===== config.mk =====
export PLATFORM = sky130hd
export DESIGN_NAME = sct_command_transport
export DESIGN_NICKNAME = d
export VERILOG_FILES = /design/src/rtl/sct_pkg.sv /design/src/rtl/sct_action_decode.sv /design/src/rtl/sct_command_transport.sv
export SDC_FILE = /design/constraint.sdc
export NUM_CORES = 1
export LEC_CHECK = 0
export ABC_AREA = 1
export BUFFER_PORTS_ARGS = -buffer_cell sky130_fd_sc_hd__buf_2
export CORE_MARGIN = 8
export CORE_UTILIZATION = 50
export DETAILED_ROUTE_END_ITERATION = 8
export PLACE_DENSITY_LB_ADDON = 0.05
export SLEW_MARGIN = 20
export SYNTH_ARGS = -nofsm -noshare
export SYNTH_HDL_FRONTEND = slang
export SYNTH_HIERARCHICAL = 1
export SYNTH_SLANG_ARGS = --single-unit

===== constraint.sdc =====
create_clock -name clk -period 7.9 [get_ports clk]
set_input_delay 0.395 -clock clk [delete_from_list [all_inputs] [get_ports clk]]
set_output_delay 0.395 -clock clk [all_outputs]
set_load 0.01 [all_outputs]

===== src/rtl/sct_pkg.sv =====
// Function
// plain commands interleave; transported commands never nest
// no-data commands interleave without ordering limits
// host completes data phase before next command
// plain reads/writes may sit between data sectors
// any reset terminates a running transported command
// no trace of the terminated command afterwards
// command starts by writing key block to E0h
// legacy log-write taskfile: D6h, E0h, command B0h
// legacy result: 00h/50h ok, 04h/51h error
// sectors to transfer returned in both outcomes
// extended log-write taskfile: E0h, command 3Fh
// extended result: code low/high, then sector count
// extended previous-half result registers read reserved
// key block 256 words, action then function
// action codes one to five decoded, rest refused
// unknown action answers invalid-action status code
// data phase moves through page E1h only
// data page without command fails with 000Bh
// key words little-endian, low byte first
// long sector access completes with error response
package sct_pkg;
   // register word indices on the bus
   localparam logic [2:0]  OFS_TASKFILE  = 3'h0;
   localparam logic [2:0]  OFS_KEY       = 3'h1;
   localparam logic [2:0]  OFS_RESP_TF   = 3'h2;
   localparam logic [2:0]  OFS_RESP_LBA  = 3'h3;
   localparam logic [2:0]  OFS_RESP_HOB  = 3'h4;
   localparam logic [2:0]  OFS_STATE     = 3'h5;
   // taskfile word layout
   localparam int          TF_CMD_LSB    = 0;
   localparam int          TF_FEAT_LSB   = 8;
   localparam int          TF_PAGE_LSB   = 16;
   localparam int          TF_CNT_LSB    = 24;
   // state word layout
   localparam int          ST_LOAD_BIT   = 0;
   localparam int          ST_DATA_BIT   = 1;
   localparam int          ST_EXT_BIT    = 2;
   localparam int          ST_CNT_LSB    = 16;
   // command and log page codes
   localparam logic [7:0]  CMD_SMART     = 8'hb0;
   localparam logic [7:0]  CMD_WLOG_EXT  = 8'h3f;
   localparam logic [7:0]  CMD_RLOG_EXT  = 8'h2f;
   localparam logic [7:0]  FEAT_LOG_RD   = 8'hd5;
   localparam logic [7:0]  FEAT_LOG_WR   = 8'hd6;
   localparam logic [7:0]  PAGE_KEY      = 8'he0;
   localparam logic [7:0]  PAGE_DATA     = 8'he1;
   // result bytes
   localparam logic [7:0]  STAT_OK       = 8'h50;
   localparam logic [7:0]  STAT_ERR      = 8'h51;
   localparam logic [7:0]  ERR_NONE      = 8'h00;
   localparam logic [7:0]  ERR_ABORT     = 8'h04;
   // extended status codes
   localparam logic [15:0] XS_OK         = 16'h0000;
   localparam logic [15:0] XS_CNT_OVF    = 16'h0003;
   localparam logic [15:0] XS_NO_KEY     = 16'h000b;
   localparam logic [15:0] XS_BAD_ACTION = 16'h0010;
   // action codes
   localparam logic [15:0] ACT_LONG      = 16'h0001;
   localparam logic [15:0] ACT_WR_SAME   = 16'h0002;
   localparam logic [15:0] ACT_ERC       = 16'h0003;
   localparam logic [15:0] ACT_FEATURES  = 16'h0004;
   localparam logic [15:0] ACT_TABLE     = 16'h0005;
   // key block
   localparam int          KEY_WORDS_DEF = 256;
   localparam int          KEY_IDX_ACT   = 0;
   localparam int          KEY_IDX_FUNC  = 1;
   localparam int          KEY_IDX_SECS  = 2;

   typedef enum logic [1:0] {S_IDLE, S_LOAD, S_EXEC, S_DATA} phase_t;
endpackage


===== src/rtl/sct_action_decode.sv =====
`timescale 1ns/1ps
// maps an action code onto support, data need and refusal code
module sct_action_decode (
   input  wire logic [15:0] action,
   output logic             supported,
   output logic             needs_data,
   output logic [15:0]      xs_code
);
   // long access, reserved and vendor codes all fall out as unsupported
   assign supported  = (action == sct_pkg::ACT_WR_SAME) ||
                       (action == sct_pkg::ACT_ERC) ||
                       (action == sct_pkg::ACT_FEATURES) ||
                       (action == sct_pkg::ACT_TABLE);
   // write-same sends data, data table returns it
   assign needs_data = (action == sct_pkg::ACT_WR_SAME) ||
                       (action == sct_pkg::ACT_TABLE);
   assign xs_code    = supported ? sct_pkg::XS_OK : sct_pkg::XS_BAD_ACTION;
endmodule // sct_action_decode


===== src/rtl/sct_command_transport.sv =====
// Design decisions made here: the Avalon-MM interface to the registers and the register addresses.
`timescale 1ns/1ps
module sct_command_transport #(
   parameter int KEY_WORDS = sct_pkg::KEY_WORDS_DEF
) (
   input  wire logic        clk,
   input  wire logic        arst_n,
   input  wire logic        soft_rst,
   input  wire logic        hard_rst,
   input  wire logic        comreset,
   input  wire logic [2:0]  address,
   input  wire logic        read,
   input  wire logic        write,
   input  wire logic [31:0] writedata,
   input  wire logic [3:0]  byteenable,
   output logic      [31:0] readdata,
   output logic             waitrequest
);
   localparam int CNT_W = 9;

   // counter is nine bits and needs action, function and count words
   if (KEY_WORDS < 3 || KEY_WORDS > 512) begin : g_bad_key_words
      $error("KEY_WORDS must lie in 3..512");
   end

   sct_pkg::phase_t  phase_reg;
   sct_pkg::phase_t  phase_next;
   logic             wait_reg;
   logic [31:0]      rdata_reg;
   logic [31:0]      tf_reg;
   logic [CNT_W-1:0] cnt_reg;
   logic [15:0]      action_reg;
   logic [15:0]      func_reg;
   logic [15:0]      want_reg;
   logic [15:0]      left_reg;
   logic             ext_reg;
   logic [7:0]       err_reg;
   logic [7:0]       stat_reg;
   logic [15:0]      res_reg;
   logic [15:0]      sec_reg;
   logic             supported;
   logic             needs_data;
   logic [15:0]      xs_code;

   // bus handshake: one wait cycle, then a single acknowledge cycle
   wire        accept   = (read | write) & ~wait_reg;
   wire        wr_acc   = write & accept;
   wire        tf_wr    = wr_acc & (address == sct_pkg::OFS_TASKFILE);
   wire        key_wr   = wr_acc & (address == sct_pkg::OFS_KEY) &
                          (byteenable[1:0] == 2'h3) & (phase_reg == sct_pkg::S_LOAD);
   wire        ext_rst  = soft_rst | hard_rst | comreset;

   // taskfile image with byte lanes merged over the previous one
   wire [31:0] tf_in    = {byteenable[3] ? writedata[31:24] : tf_reg[31:24],
                           byteenable[2] ? writedata[23:16] : tf_reg[23:16],
                           byteenable[1] ? writedata[15:8]  : tf_reg[15:8],
                           byteenable[0] ? writedata[7:0]   : tf_reg[7:0]};
   wire [7:0]  tf_cmd   = tf_in[sct_pkg::TF_CMD_LSB  +: 8];
   wire [7:0]  tf_feat  = tf_in[sct_pkg::TF_FEAT_LSB +: 8];
   wire [7:0]  tf_page  = tf_in[sct_pkg::TF_PAGE_LSB +: 8];
   wire [7:0]  tf_cnt   = tf_in[sct_pkg::TF_CNT_LSB  +: 8];

   // command classification; anything else is an ordinary command
   wire        is_smart = (tf_cmd == sct_pkg::CMD_SMART);
   wire        log_wr   = (is_smart & (tf_feat == sct_pkg::FEAT_LOG_WR)) |
                          (tf_cmd == sct_pkg::CMD_WLOG_EXT);
   wire        log_rd   = (is_smart & (tf_feat == sct_pkg::FEAT_LOG_RD)) |
                          (tf_cmd == sct_pkg::CMD_RLOG_EXT);
   wire        key_issue = tf_wr & log_wr & (tf_page == sct_pkg::PAGE_KEY);
   wire        data_acc = tf_wr & (log_wr | log_rd) &
                          (tf_page == sct_pkg::PAGE_DATA);
   wire        plain_cmd = tf_wr & ~key_issue & ~data_acc;

   // key word accounting
   wire        key_last = key_wr & (cnt_reg == CNT_W'(KEY_WORDS - 1));
   wire        exec_now = (phase_reg == sct_pkg::S_EXEC);
   wire        in_data  = (phase_reg == sct_pkg::S_DATA);
   wire        data_fit = ({8'h00, tf_cnt} <= left_reg);
   wire [15:0] left_after = left_reg - {8'h00, tf_cnt};
   wire        go_data  = supported & needs_data & (want_reg != 16'h0000);

   // result selection for the command itself and for data page accesses
   wire        resp_set = exec_now | data_acc;
   wire        resp_ok  = exec_now ? supported : (in_data & data_fit);
   wire [15:0] resp_res = exec_now ? (supported ? func_reg : xs_code) :
                          (!in_data ? sct_pkg::XS_NO_KEY :
                          (data_fit ? sct_pkg::XS_OK : sct_pkg::XS_CNT_OVF));
   wire [15:0] resp_sec = exec_now ? (go_data ? want_reg : 16'h0000) :
                          (!in_data ? 16'h0000 : (data_fit ? left_after : left_reg));

   // state word for software
   wire [31:0] state_word = {7'h00, cnt_reg, 12'h000, 1'b0, ext_reg, in_data,
                             phase_reg == sct_pkg::S_LOAD};

   // read mux; previous-half results read as zero, as do holes
   wire [31:0] rd_mux =
      (address == sct_pkg::OFS_TASKFILE) ? tf_reg :
      (address == sct_pkg::OFS_RESP_TF)  ? {16'h0000, stat_reg, err_reg} :
      (address == sct_pkg::OFS_RESP_LBA) ? {sec_reg, res_reg} :
      (address == sct_pkg::OFS_STATE)    ? state_word :
      32'h0000_0000;

   sct_action_decode u_decode (
      .action     (action_reg),
      .supported  (supported),
      .needs_data (needs_data),
      .xs_code    (xs_code)
   );

   // phase sequencing
   always_comb begin
      phase_next = phase_reg;
      unique case (phase_reg)
         sct_pkg::S_IDLE: begin
            if (key_issue) begin
               phase_next = sct_pkg::S_LOAD;
            end
         end
         sct_pkg::S_LOAD: begin
            if (key_last) begin
               phase_next = sct_pkg::S_EXEC;
            end
         end
         sct_pkg::S_EXEC: begin
            // exec lasts one cycle, so no bus accept can land in it
            phase_next = go_data ? sct_pkg::S_DATA : sct_pkg::S_IDLE;
         end
         sct_pkg::S_DATA: begin
            if (key_issue) begin
               phase_next = sct_pkg::S_LOAD;
            end else if (data_acc && data_fit && left_after == 16'h0000) begin
               phase_next = sct_pkg::S_IDLE;
            end
         end
      endcase
   end

   // bus slave flops; a write takes effect at the acknowledge edge
   always_ff @(posedge clk or negedge arst_n) begin
      if (!arst_n) begin
         wait_reg  <= 1'b1;
         rdata_reg <= 32'h0000_0000;
      end else begin
         wait_reg <= ~((read | write) & wait_reg);
         if (read && wait_reg) begin
            rdata_reg <= rd_mux;
         end
      end
   end

   // command progress; any link reset drops everything silently
   always_ff @(posedge clk or negedge arst_n) begin
      if (!arst_n) begin
         phase_reg <= sct_pkg::S_IDLE;
         cnt_reg   <= '0;
         ext_reg   <= 1'b0;
         left_reg  <= 16'h0000;
         tf_reg    <= 32'h0000_0000;
      end else if (ext_rst) begin
         phase_reg <= sct_pkg::S_IDLE;
         cnt_reg   <= '0;
         ext_reg   <= 1'b0;
         left_reg  <= 16'h0000;
         tf_reg    <= 32'h0000_0000;
      end else begin
         phase_reg <= phase_next;
         if (tf_wr) begin
            tf_reg <= tf_in;
         end
         if (key_issue) begin
            cnt_reg <= '0;
            ext_reg <= ~is_smart;
         end else if (key_wr) begin
            cnt_reg <= cnt_reg + CNT_W'(1);
         end
         if (exec_now) begin
            left_reg <= go_data ? want_reg : 16'h0000;
         end else if (data_acc && in_data && data_fit) begin
            left_reg <= left_after;
         end
      end
   end

   // key capture; low byte of each word is the lower-addressed byte
   always_ff @(posedge clk or negedge arst_n) begin
      if (!arst_n) begin
         action_reg <= 16'h0000;
         func_reg   <= 16'h0000;
         want_reg   <= 16'h0000;
      end else if (ext_rst) begin
         action_reg <= 16'h0000;
         func_reg   <= 16'h0000;
         want_reg   <= 16'h0000;
      end else if (key_wr) begin
         if (cnt_reg == CNT_W'(sct_pkg::KEY_IDX_ACT)) begin
            action_reg <= writedata[15:0];
         end
         if (cnt_reg == CNT_W'(sct_pkg::KEY_IDX_FUNC)) begin
            func_reg <= writedata[15:0];
         end
         if (cnt_reg == CNT_W'(sct_pkg::KEY_IDX_SECS)) begin
            want_reg <= writedata[15:0];
         end
      end
   end

   // result registers; same bytes serve both issue styles
   always_ff @(posedge clk or negedge arst_n) begin
      if (!arst_n) begin
         err_reg  <= 8'h00;
         stat_reg <= 8'h00;
         res_reg  <= 16'h0000;
         sec_reg  <= 16'h0000;
      end else if (ext_rst) begin
         err_reg  <= 8'h00;
         stat_reg <= 8'h00;
         res_reg  <= 16'h0000;
         sec_reg  <= 16'h0000;
      end else if (resp_set) begin
         err_reg  <= resp_ok ? sct_pkg::ERR_NONE : sct_pkg::ERR_ABORT;
         stat_reg <= resp_ok ? sct_pkg::STAT_OK : sct_pkg::STAT_ERR;
         res_reg  <= resp_res;
         sec_reg  <= resp_sec;
      end
   end

   assign readdata    = rdata_reg;
   assign waitrequest = wait_reg;

   a_wait_drop: assert property (@(posedge clk) disable iff (!arst_n)
      (read | write) && waitrequest |=> !waitrequest)
      else $error("request not acknowledged after one wait cycle");

   a_wait_pulse: assert property (@(posedge clk) disable iff (!arst_n)
      !waitrequest |=> waitrequest)
      else $error("acknowledge lasted more than one cycle");

   a_reset_clean: assert property (@(posedge clk) disable iff (!arst_n)
      ext_rst |=> phase_reg == sct_pkg::S_IDLE && stat_reg == 8'h00 &&
                  err_reg == 8'h00 && sec_reg == 16'h0000)
      else $error("link reset left command trace");

   a_hob_zero: assert property (@(posedge clk) disable iff (!arst_n)
      read && waitrequest && address == sct_pkg::OFS_RESP_HOB
      |=> readdata == 32'h0000_0000)
      else $error("previous-half result not zero");

   a_bad_action: assert property (@(posedge clk) disable iff (!arst_n)
      exec_now && !supported && !ext_rst
      |=> err_reg == sct_pkg::ERR_ABORT && stat_reg == sct_pkg::STAT_ERR &&
          res_reg == sct_pkg::XS_BAD_ACTION)
      else $error("unknown action not refused");

   a_long_reject: assert property (@(posedge clk) disable iff (!arst_n)
      exec_now && action_reg == sct_pkg::ACT_LONG && !ext_rst
      |=> stat_reg == sct_pkg::STAT_ERR && phase_reg == sct_pkg::S_IDLE)
      else $error("long sector access not failed");

   a_nokey_data: assert property (@(posedge clk) disable iff (!arst_n)
      data_acc && !in_data && !ext_rst
      |=> res_reg == sct_pkg::XS_NO_KEY && stat_reg == sct_pkg::STAT_ERR)
      else $error("data page without command not failed");

   a_plain_pass: assert property (@(posedge clk) disable iff (!arst_n)
      plain_cmd && in_data && !ext_rst
      |=> phase_reg == sct_pkg::S_DATA && $stable(left_reg))
      else $error("ordinary command disturbed data phase");

   a_key_length: assert property (@(posedge clk) disable iff (!arst_n)
      key_last && !ext_rst |=> exec_now ##1 phase_reg != sct_pkg::S_LOAD)
      else $error("key block end not followed by decode");

   a_nodata_free: assert property (@(posedge clk) disable iff (!arst_n)
      exec_now && !go_data && !ext_rst |=> phase_reg == sct_pkg::S_IDLE)
      else $error("no-data command left transfer pending");

   a_sec_report: assert property (@(posedge clk) disable iff (!arst_n)
      exec_now && go_data && !ext_rst
      |=> sec_reg == $past(want_reg) && in_data && stat_reg == sct_pkg::STAT_OK)
      else $error("sector count not reported");

endmodule // sct_command_transport


==> reports/qor.csv, run 1 <==
stage,metric,value,unit
outcome,outcome,completed,
power_and_ir_drop,powerDensity,199.2,nW/um^2
setup_path,cp.arrival,3860,ps
placement,io_buffers,78,
clock_network,cts_made_buffers,17,
power_and_ir_drop,p_sw,614.3,uW
layout,mostFrequentLayoutCells,"nand2_1 (337), dfrtp_1 (174), inv_1 (144), o21ai_0 (122), buf_2 (77)",
sta,tightest_slew,993.4,ps
clock_network,clock_latency,440,ps
sta,rsz0062_at_grt,false,
layout,fin_util,56.13,%
clock_network,cts_resized,0,
sta,hold_violations,0,
detailed_routing,drt_iter0_drc,583,
sta,fin_crit_sh,44.62,%
synthesis,synth_top_area_cell,dfrtp_1,
sta,period_minus_slack,3525,ps
sta,setup_slack,4375,ps
sta,setup_viol,0,
placement,gp_congestion,0.8737,
detailed_routing,num_vias,8027,
floorplan,dieArea,23190,um^2
setup_path,crit_path_end,left_reg[3]$_DFFE_PN0P_,
power_and_ir_drop,vdd_drop_max,0.1616,mV
clock_network,ctsRootBufferMaster,clkbuf_16,
grt,grt_pass1_wl,42790,um
floorplan,die_x,152.3,um
clock_network,cts_buffer_depth,2,
detailed_routing,dr.pass1.iters,5,
floorplan,core,18460,um^2
setup_path,r2r-end,left_reg[3]$_DFFE_PN0P_,
run,max_cap_violations,0,
floorplan,initial_core_util,50.33,%
detailed_routing,antenna_left,0,
synthesis,netlist.area_leader.share,46.88,%
power_and_ir_drop,p_leak,0.004960,uW
synthesis,ys_warn_count,6,
clock_network,cts_setup_buffers,0,
sta,max_freq,283.7,MHz
sta,skew,11.45,ps
synthesis,syn_area_per_cell,7.746,um^2
grt,grt_pass1_vias,7869,
sta,fin_setup_tns,0,ps
synthesis,async_flop_share,100.0,%
detailed_routing,drc,0,
placement,pre_cts_slack,3969,ps
detailed_routing,wl,26310,um
grt,antenna_found_initial,0,
clock_network,clk_pin_slew,70,ps
clock_network,hold_buffers,0,
synthesis,synth_ff_type,dfrtp_1,
layout,antennaDiodeCount,0,
synthesis,synth.distinct_cells,49,
layout,layout.nets,1314,
sta,finalMaxSlewViolations,0,
detailed_routing,wl_per_cell,17.56,um
synthesis,netlist_area,9288,um^2
floorplan,die_height,152.3,um
placement,dp_hpwl,19070,um
power_and_ir_drop,internal_power,1449,uW
setup_path,worstReg2RegStart,tf_reg[24]$_DFFE_PN0P_,
sta,relSlewSlack,33.62,%
setup_path,required,8230,ps
power_and_ir_drop,swShare,29.77,%
setup_path,worstSetupEndpointType,register,
synthesis,synth_seq_cells,175,
setup_path,path_class,input pin to register,
layout,drive_above_1_share,11.16,%
layout,layout_commonest_cell,nand2_1,
setup_path,cp_max_fo,32,
floorplan,rows,50,
synthesis,synth.area.top_cells,"dfrtp_1 (47%), nand2_1 (14%), o21ai_0 (6.6%), inv_1 (5.8%), o22ai_1 (4.6%)",
sta,hold-worst-slack,86.73,ps
clock_network,cts_tree,built,
grt,grt_usage,23.23,%
floorplan,io_pins,79,
setup_path,ff2ff_setup_slack,4620,ps
clock_network,clkSinkCount,175,
power_and_ir_drop,p_clk_share,40.6,%
power_and_ir_drop,comb_power_share,14.2,%
setup_path,setup.worst_path.start,address[2],
grt,grt_max_degree,113,
synthesis,syn_inst,1199,
layout,area_growth,11.53,%
setup_path,ff2ff_path_depth,15,
grt,grt.overflow.total,0,
synthesis,synth_edf_count,0,
clock_network,h-tree-depth,4,
hold_path,hp-class,input pin to asynchronous set/reset pin,
synthesis,synth-seq-area-share,47.16,%
detailed_routing,routed_via_density,5.358,
setup_path,start_kind,input pin,
power_and_ir_drop,p_seq_share,45.1,%
## power by group through the flow
| stage | clock network, uW | registers (uW) | logic [uW] |
|---|---|---|---|
| after floorplan | 0 | 945 | 199 |
| after global placement | 0 | 948 | 290 |
| after detailed placement | 0 | 948 | 290 |
| after CTS | 853 | 931 | 292 |
| after global routing | 890 | 934 | 333 |
| final | 839 | 932 | 293 |
## per-stage QoR
step                total power (uW)  std cells  cell area (um^2)
floorplan                       1145       1213              9340
global placement                1237       1466              9763
detailed placement              1239       1466              9763
CTS                             2076       1498             10350
global route                    2156       1498             10360
finish                          2064       1498             10360
## cells by family after synthesis
logic type,Yosys count,share of synthesized area (%)
AOI/OAI and AO/OA,263,15.92
buffers and inverters,215,9.915
adders and majority gates,17,2.371
other,1,0.04038
DFF,175,47.16
and+or+nand+nor,510,22.71
muxes,13,1.401
xor gates and xnor gates,5,0.4715
## cells in the mapped netlist, types with 2 or more instances
library cell    n
mux2i_1        13
inv_1         144
nor3_1         12
dfrtp_1       174
nand3_1        59
a41oi_1         3
buf_1           2
o21ai_0       123
nand2_1       338
o211ai_1        2
nor4_1          7
buf_2          12
nand4_1         8
o21a_1          2
ha_1           16
clkbuf_1       32
o22ai_1        69
nor2_2          2
a21oi_1        34
inv_4           2
buf_4          17
a31oi_1         2
buf_6           4
xor2_1          5
a22o_1          3
nor2_1         72
nand3b_1        2
o21ai_1        17
or2_2           3
## layer usage
metal,routed length (um),track usage [%],vias to the layer above
met2,12450,37.54,228
met3,1281,4.169,42
met4,680,8.948,0
met5,0,0,-
met1,11900,30.57,3747
li1,-,-,4010
## area by class of cell
class	count	area, um^2
Fill cell	1761	8097
Sequential cell	175	4380
Multi-Input combinational cell	823	4080
Inverter	148	560.5
Timing Repair Buffer	86	459.2
Clock buffer	19	432.9
Tap cell	234	292.8
Clock inverter	13	152.6
## critical path, stage by stage
cell and delay (ps):
buf_2 130, nor2_1 160, nand2_1 560, nor2_1 980, nand3_1 230, nor2_1 190, and2_4 190, nor2_8 50
a21oi_4 620, o21ai_0 200, o21a_1 150
## how the worst min path moves through the flow
stage                             from                         to  slack [ps]
2_1_floorplan                   arst_n  action_reg[0]$_DFFE_PN0P_         100
3_3_place_gp   readdata[9]$_DFFE_PN0P_    readdata[9]$_DFFE_PN0P_         460
3_5_place_dp   readdata[5]$_DFFE_PN0P_    readdata[5]$_DFFE_PN0P_         460
4_1_cts                          write      waitrequest$_DFF_PN1_         120
5_1_grt                          write      waitrequest$_DFF_PN1_         130
6_report                        arst_n   want_reg[13]$_DFFE_PN0P_          90
Power figures use the tool's default switching activity.
==> run 2: changes to the inputs <==
==> constraint.sdc (replaced) <==
create_clock -name clk -period 2.98 [get_ports clk]
set_input_delay 0.149 -clock clk [delete_from_list [all_inputs] [get_ports clk]]
set_output_delay 0.149 -clock clk [all_outputs]
set_load 0.01 [all_outputs]
==> run 2 against run 1 <==
First-iteration DRC count rose by 1.5%. Flip-flop and latch count did not move. Clock skew rose by 3.4 ps. Sequential share of layout area fell by 0.81 points. Routed wire length rose by 1.1%. Combinational power rose to 2.8 times the previous value. Clock-buffer cell count fell by 1. Critical path depth rose by 9. Critical path type is now register to register. Critical endpoint is now phase_reg[0]$_DFFE_PN0P_. Largest cell class unchanged.
==> reports/qor.csv, run 2 (synthesis results as in run 1) <==
stage,metric,value,unit,change
outcome,outcome,completed,,
power_and_ir_drop,p_clk_share,41.7,%,+1.1 points
grt,grt_max_degree,81,,-28%
clock_network,ctsRootBufferMaster,clkbuf_16,,
setup_path,worstSetupEndpointType,register,,
sta,relSlewSlack,49.65,%,+16 points
sta,hold_violations,0,,unchanged
power_and_ir_drop,p_seq_share,43.9,%,-1.2 points
floorplan,dieArea,23190,um^2,unchanged
sta,max_freq,358.5,MHz,
setup_path,cp.arrival,3110,ps,-750 ps
power_and_ir_drop,powerDensity,533.2,nW/um^2,+170%
hold_path,hp-class,input pin to register,,
layout,mostFrequentLayoutCells,"nand2_1 (338), dfrtp_1 (174), inv_1 (143), o21ai_0 (120), buf_2 (77)",,
layout,fin_util,57.23,%,+1.1 points
setup_path,required,3300,ps,-4930 ps
setup_path,ff2ff_path_depth,20,,+5
layout,layout.nets,1331,,+1.3%
grt,grt_pass1_vias,7888,,+0.24%
power_and_ir_drop,internal_power,4032,uW,+180%
power_and_ir_drop,comb_power_share,14.4,%,+0.2 points
floorplan,rows,50,,unchanged
sta,setup_viol,0,,unchanged
sta,tightest_slew,755.3,ps,-238.1 ps
placement,io_buffers,78,,unchanged
grt,grt_busiest_layer,met2,,
setup_path,cp_max_fo,3,,-91%
layout,area_growth,13.71,%,
grt,grt_pass1_wl,42860,um,+0.18%
detailed_routing,wl_per_cell,17.56,um,about the same
sta,fin_crit_sh,93.61,%,
sta,period_minus_slack,2789,ps,
layout,antennaDiodeCount,0,,unchanged
sta,finalMaxSlewViolations,0,,unchanged
sta,fin_setup_tns,0,ps,unchanged
placement,dp_hpwl,19430,um,+1.8%
grt,grt.met2_usage,37.74,%,+0.19 points
layout,layout_commonest_cell,nand2_1,,
detailed_routing,drc,0,,unchanged
layout,drive_above_1_share,12.49,%,+1.3 points
setup_path,start_kind,register,,
power_and_ir_drop,vdd_drop_max,0.4055,mV,+150%
setup_path,path_class,register to register,,
clock_network,cts_setup_buffers,0,,unchanged
clock_network,cts_made_buffers,17,,unchanged
floorplan,core,18460,um^2,unchanged
grt,grt_usage,23.10,%,-0.13 points
clock_network,cts_tree,built,,
clock_network,cts_buffer_depth,2,,unchanged
clock_network,h-tree-depth,4,,unchanged
detailed_routing,dr.pass1.iters,5,,unchanged
placement,gp_congestion,0.8713,,-0.27%
floorplan,io_pins,79,,unchanged
clock_network,clk_pin_slew,70,ps,about the same
power_and_ir_drop,swShare,28.40,%,-1.4 points
floorplan,initial_core_util,50.33,%,unchanged
sta,skew,14.80,ps,+3.354 ps
power_and_ir_drop,p_sw,1599,uW,+160%
hold_path,hold_depth,3,,
grt,use_met3,4.538,%,+0.37 points
layout,num-fill-cells,1753,,-0.45%
detailed_routing,antenna_left,0,,unchanged
detailed_routing,num_vias,8228,,+2.5%
detailed_routing,drt_iter0_drc,592,,+1.5%
clock_network,clock_latency,440,ps,about the same
grt,use_met1,29.97,%,-0.61 points
detailed_routing,routed_via_density,5.431,,+1.4%
grt,grt.overflow.total,0,,unchanged
grt,antenna_found_initial,1,,+1
detailed_routing,wl,26600,um,+1.1%
clock_network,clkSinkCount,175,,unchanged
floorplan,die_x,152.3,um,unchanged
run,max_cap_violations,0,,unchanged
floorplan,die_height,152.3,um,unchanged
power_and_ir_drop,p_leak,0.005061,uW,+2.0%
-- run 2: cell count changes in the layout (fill, tap and decap cells not counted), sizes merged --
cell         previous run  this run
clkinvlp                1         2
bufinv                  1         3
clkinv                  6         5
inv                   153       152
dlygate4sd3             0         3
buf                    85        99
clkbuf                 20        18
a21oi                  36        37
-- run 2: final timing paths --
check                                              start                          to  slack, ps
worst max-delay path              tf_reg[24]$_DFFE_PN0P_    phase_reg[0]$_DFFE_PN0P_        190
worst min-delay path                        writedata[7]     func_reg[7]$_DFFE_PN0P_         80
worst max register to register    tf_reg[24]$_DFFE_PN0P_    phase_reg[0]$_DFFE_PN0P_        190
worst min register to register  readdata[28]$_DFFE_PN0P_    readdata[28]$_DFFE_PN0P_        470
max in group asynchronous                         arst_n       waitrequest$_DFF_PN1_       1880
min in group asynchronous                         arst_n  action_reg[13]$_DFFE_PN0P_        340
-- run 2: area by class of cell --
type	instances	area, um^2	area share (%)
well taps	234	292.8	2.772
clock buffers	18	439.2	4.158
multi-input cells	824	4104	38.86
flip-flops and latches	175	4380	41.48
inverters	148	560.5	5.307
repair buffers	102	609.3	5.769
clock inverters	14	175.2	1.659
-- run 2: power by group through the flow --
stage                     registers (uW)  clock network (uW)  logic (uW)
after floorplan                     2510                   0         529
after global placement              2510                   0         784
after detailed placement            2510                   0         786
after CTS                           2470                2390         796
after global routing                2480                2480         917
final                               2470                2350         810
-- run 2: timing repair --
item / in CTS / in global routing
hold endpoints to repair: 78 / 0
hold buffers: 3 / 0
setup endpoints to repair: 0 / 31
gates resized for setup: 0 / 7
-- run 2: routing by layer --
metal,vias to the layer above,wire (um)
met3,54,1312
li1,4042,-
met2,234,12500
met5,-,8
met4,2,791
met1,3896,11980
-- run 2: metrics by stage --
stage / std cells / hold WS [ps] / cell area (um^2) / total power (uW) / worst slack [ps]
floorplan: 1213 / -146.6 / 9340 / 3035 / 386.1
global placement: 1479 / 264.2 / 9886 / 3298 / 127.1
detailed placement: 1479 / 256.2 / 9886 / 3301 / 107.5
CTS: 1514 / 63.29 / 10530 / 5655 / 78.55
global route: 1515 / 79.09 / 10560 / 5871 / -26.68
finish: 1515 / 75.03 / 10560 / 5632 / 190.5
-- run 2: worst max-delay path, cell delays in order (launching register included) --
cell     delay (ps)
dfrtp_1         340
inv_1            70
o21ai_2         140
ha_1            160
inv_1            50
fa_1            480
or2_2           310
nor2_1          110
nand3_1          80
nor2_1          110
nand2_1          60
nor2_1          110
nand2_1          70
nor2_1           90
nand3_1         110
nand2_1          80
nand2_1          40
nand2_1          90
nand2_1          60
nand2_1          60
nand2_1          50
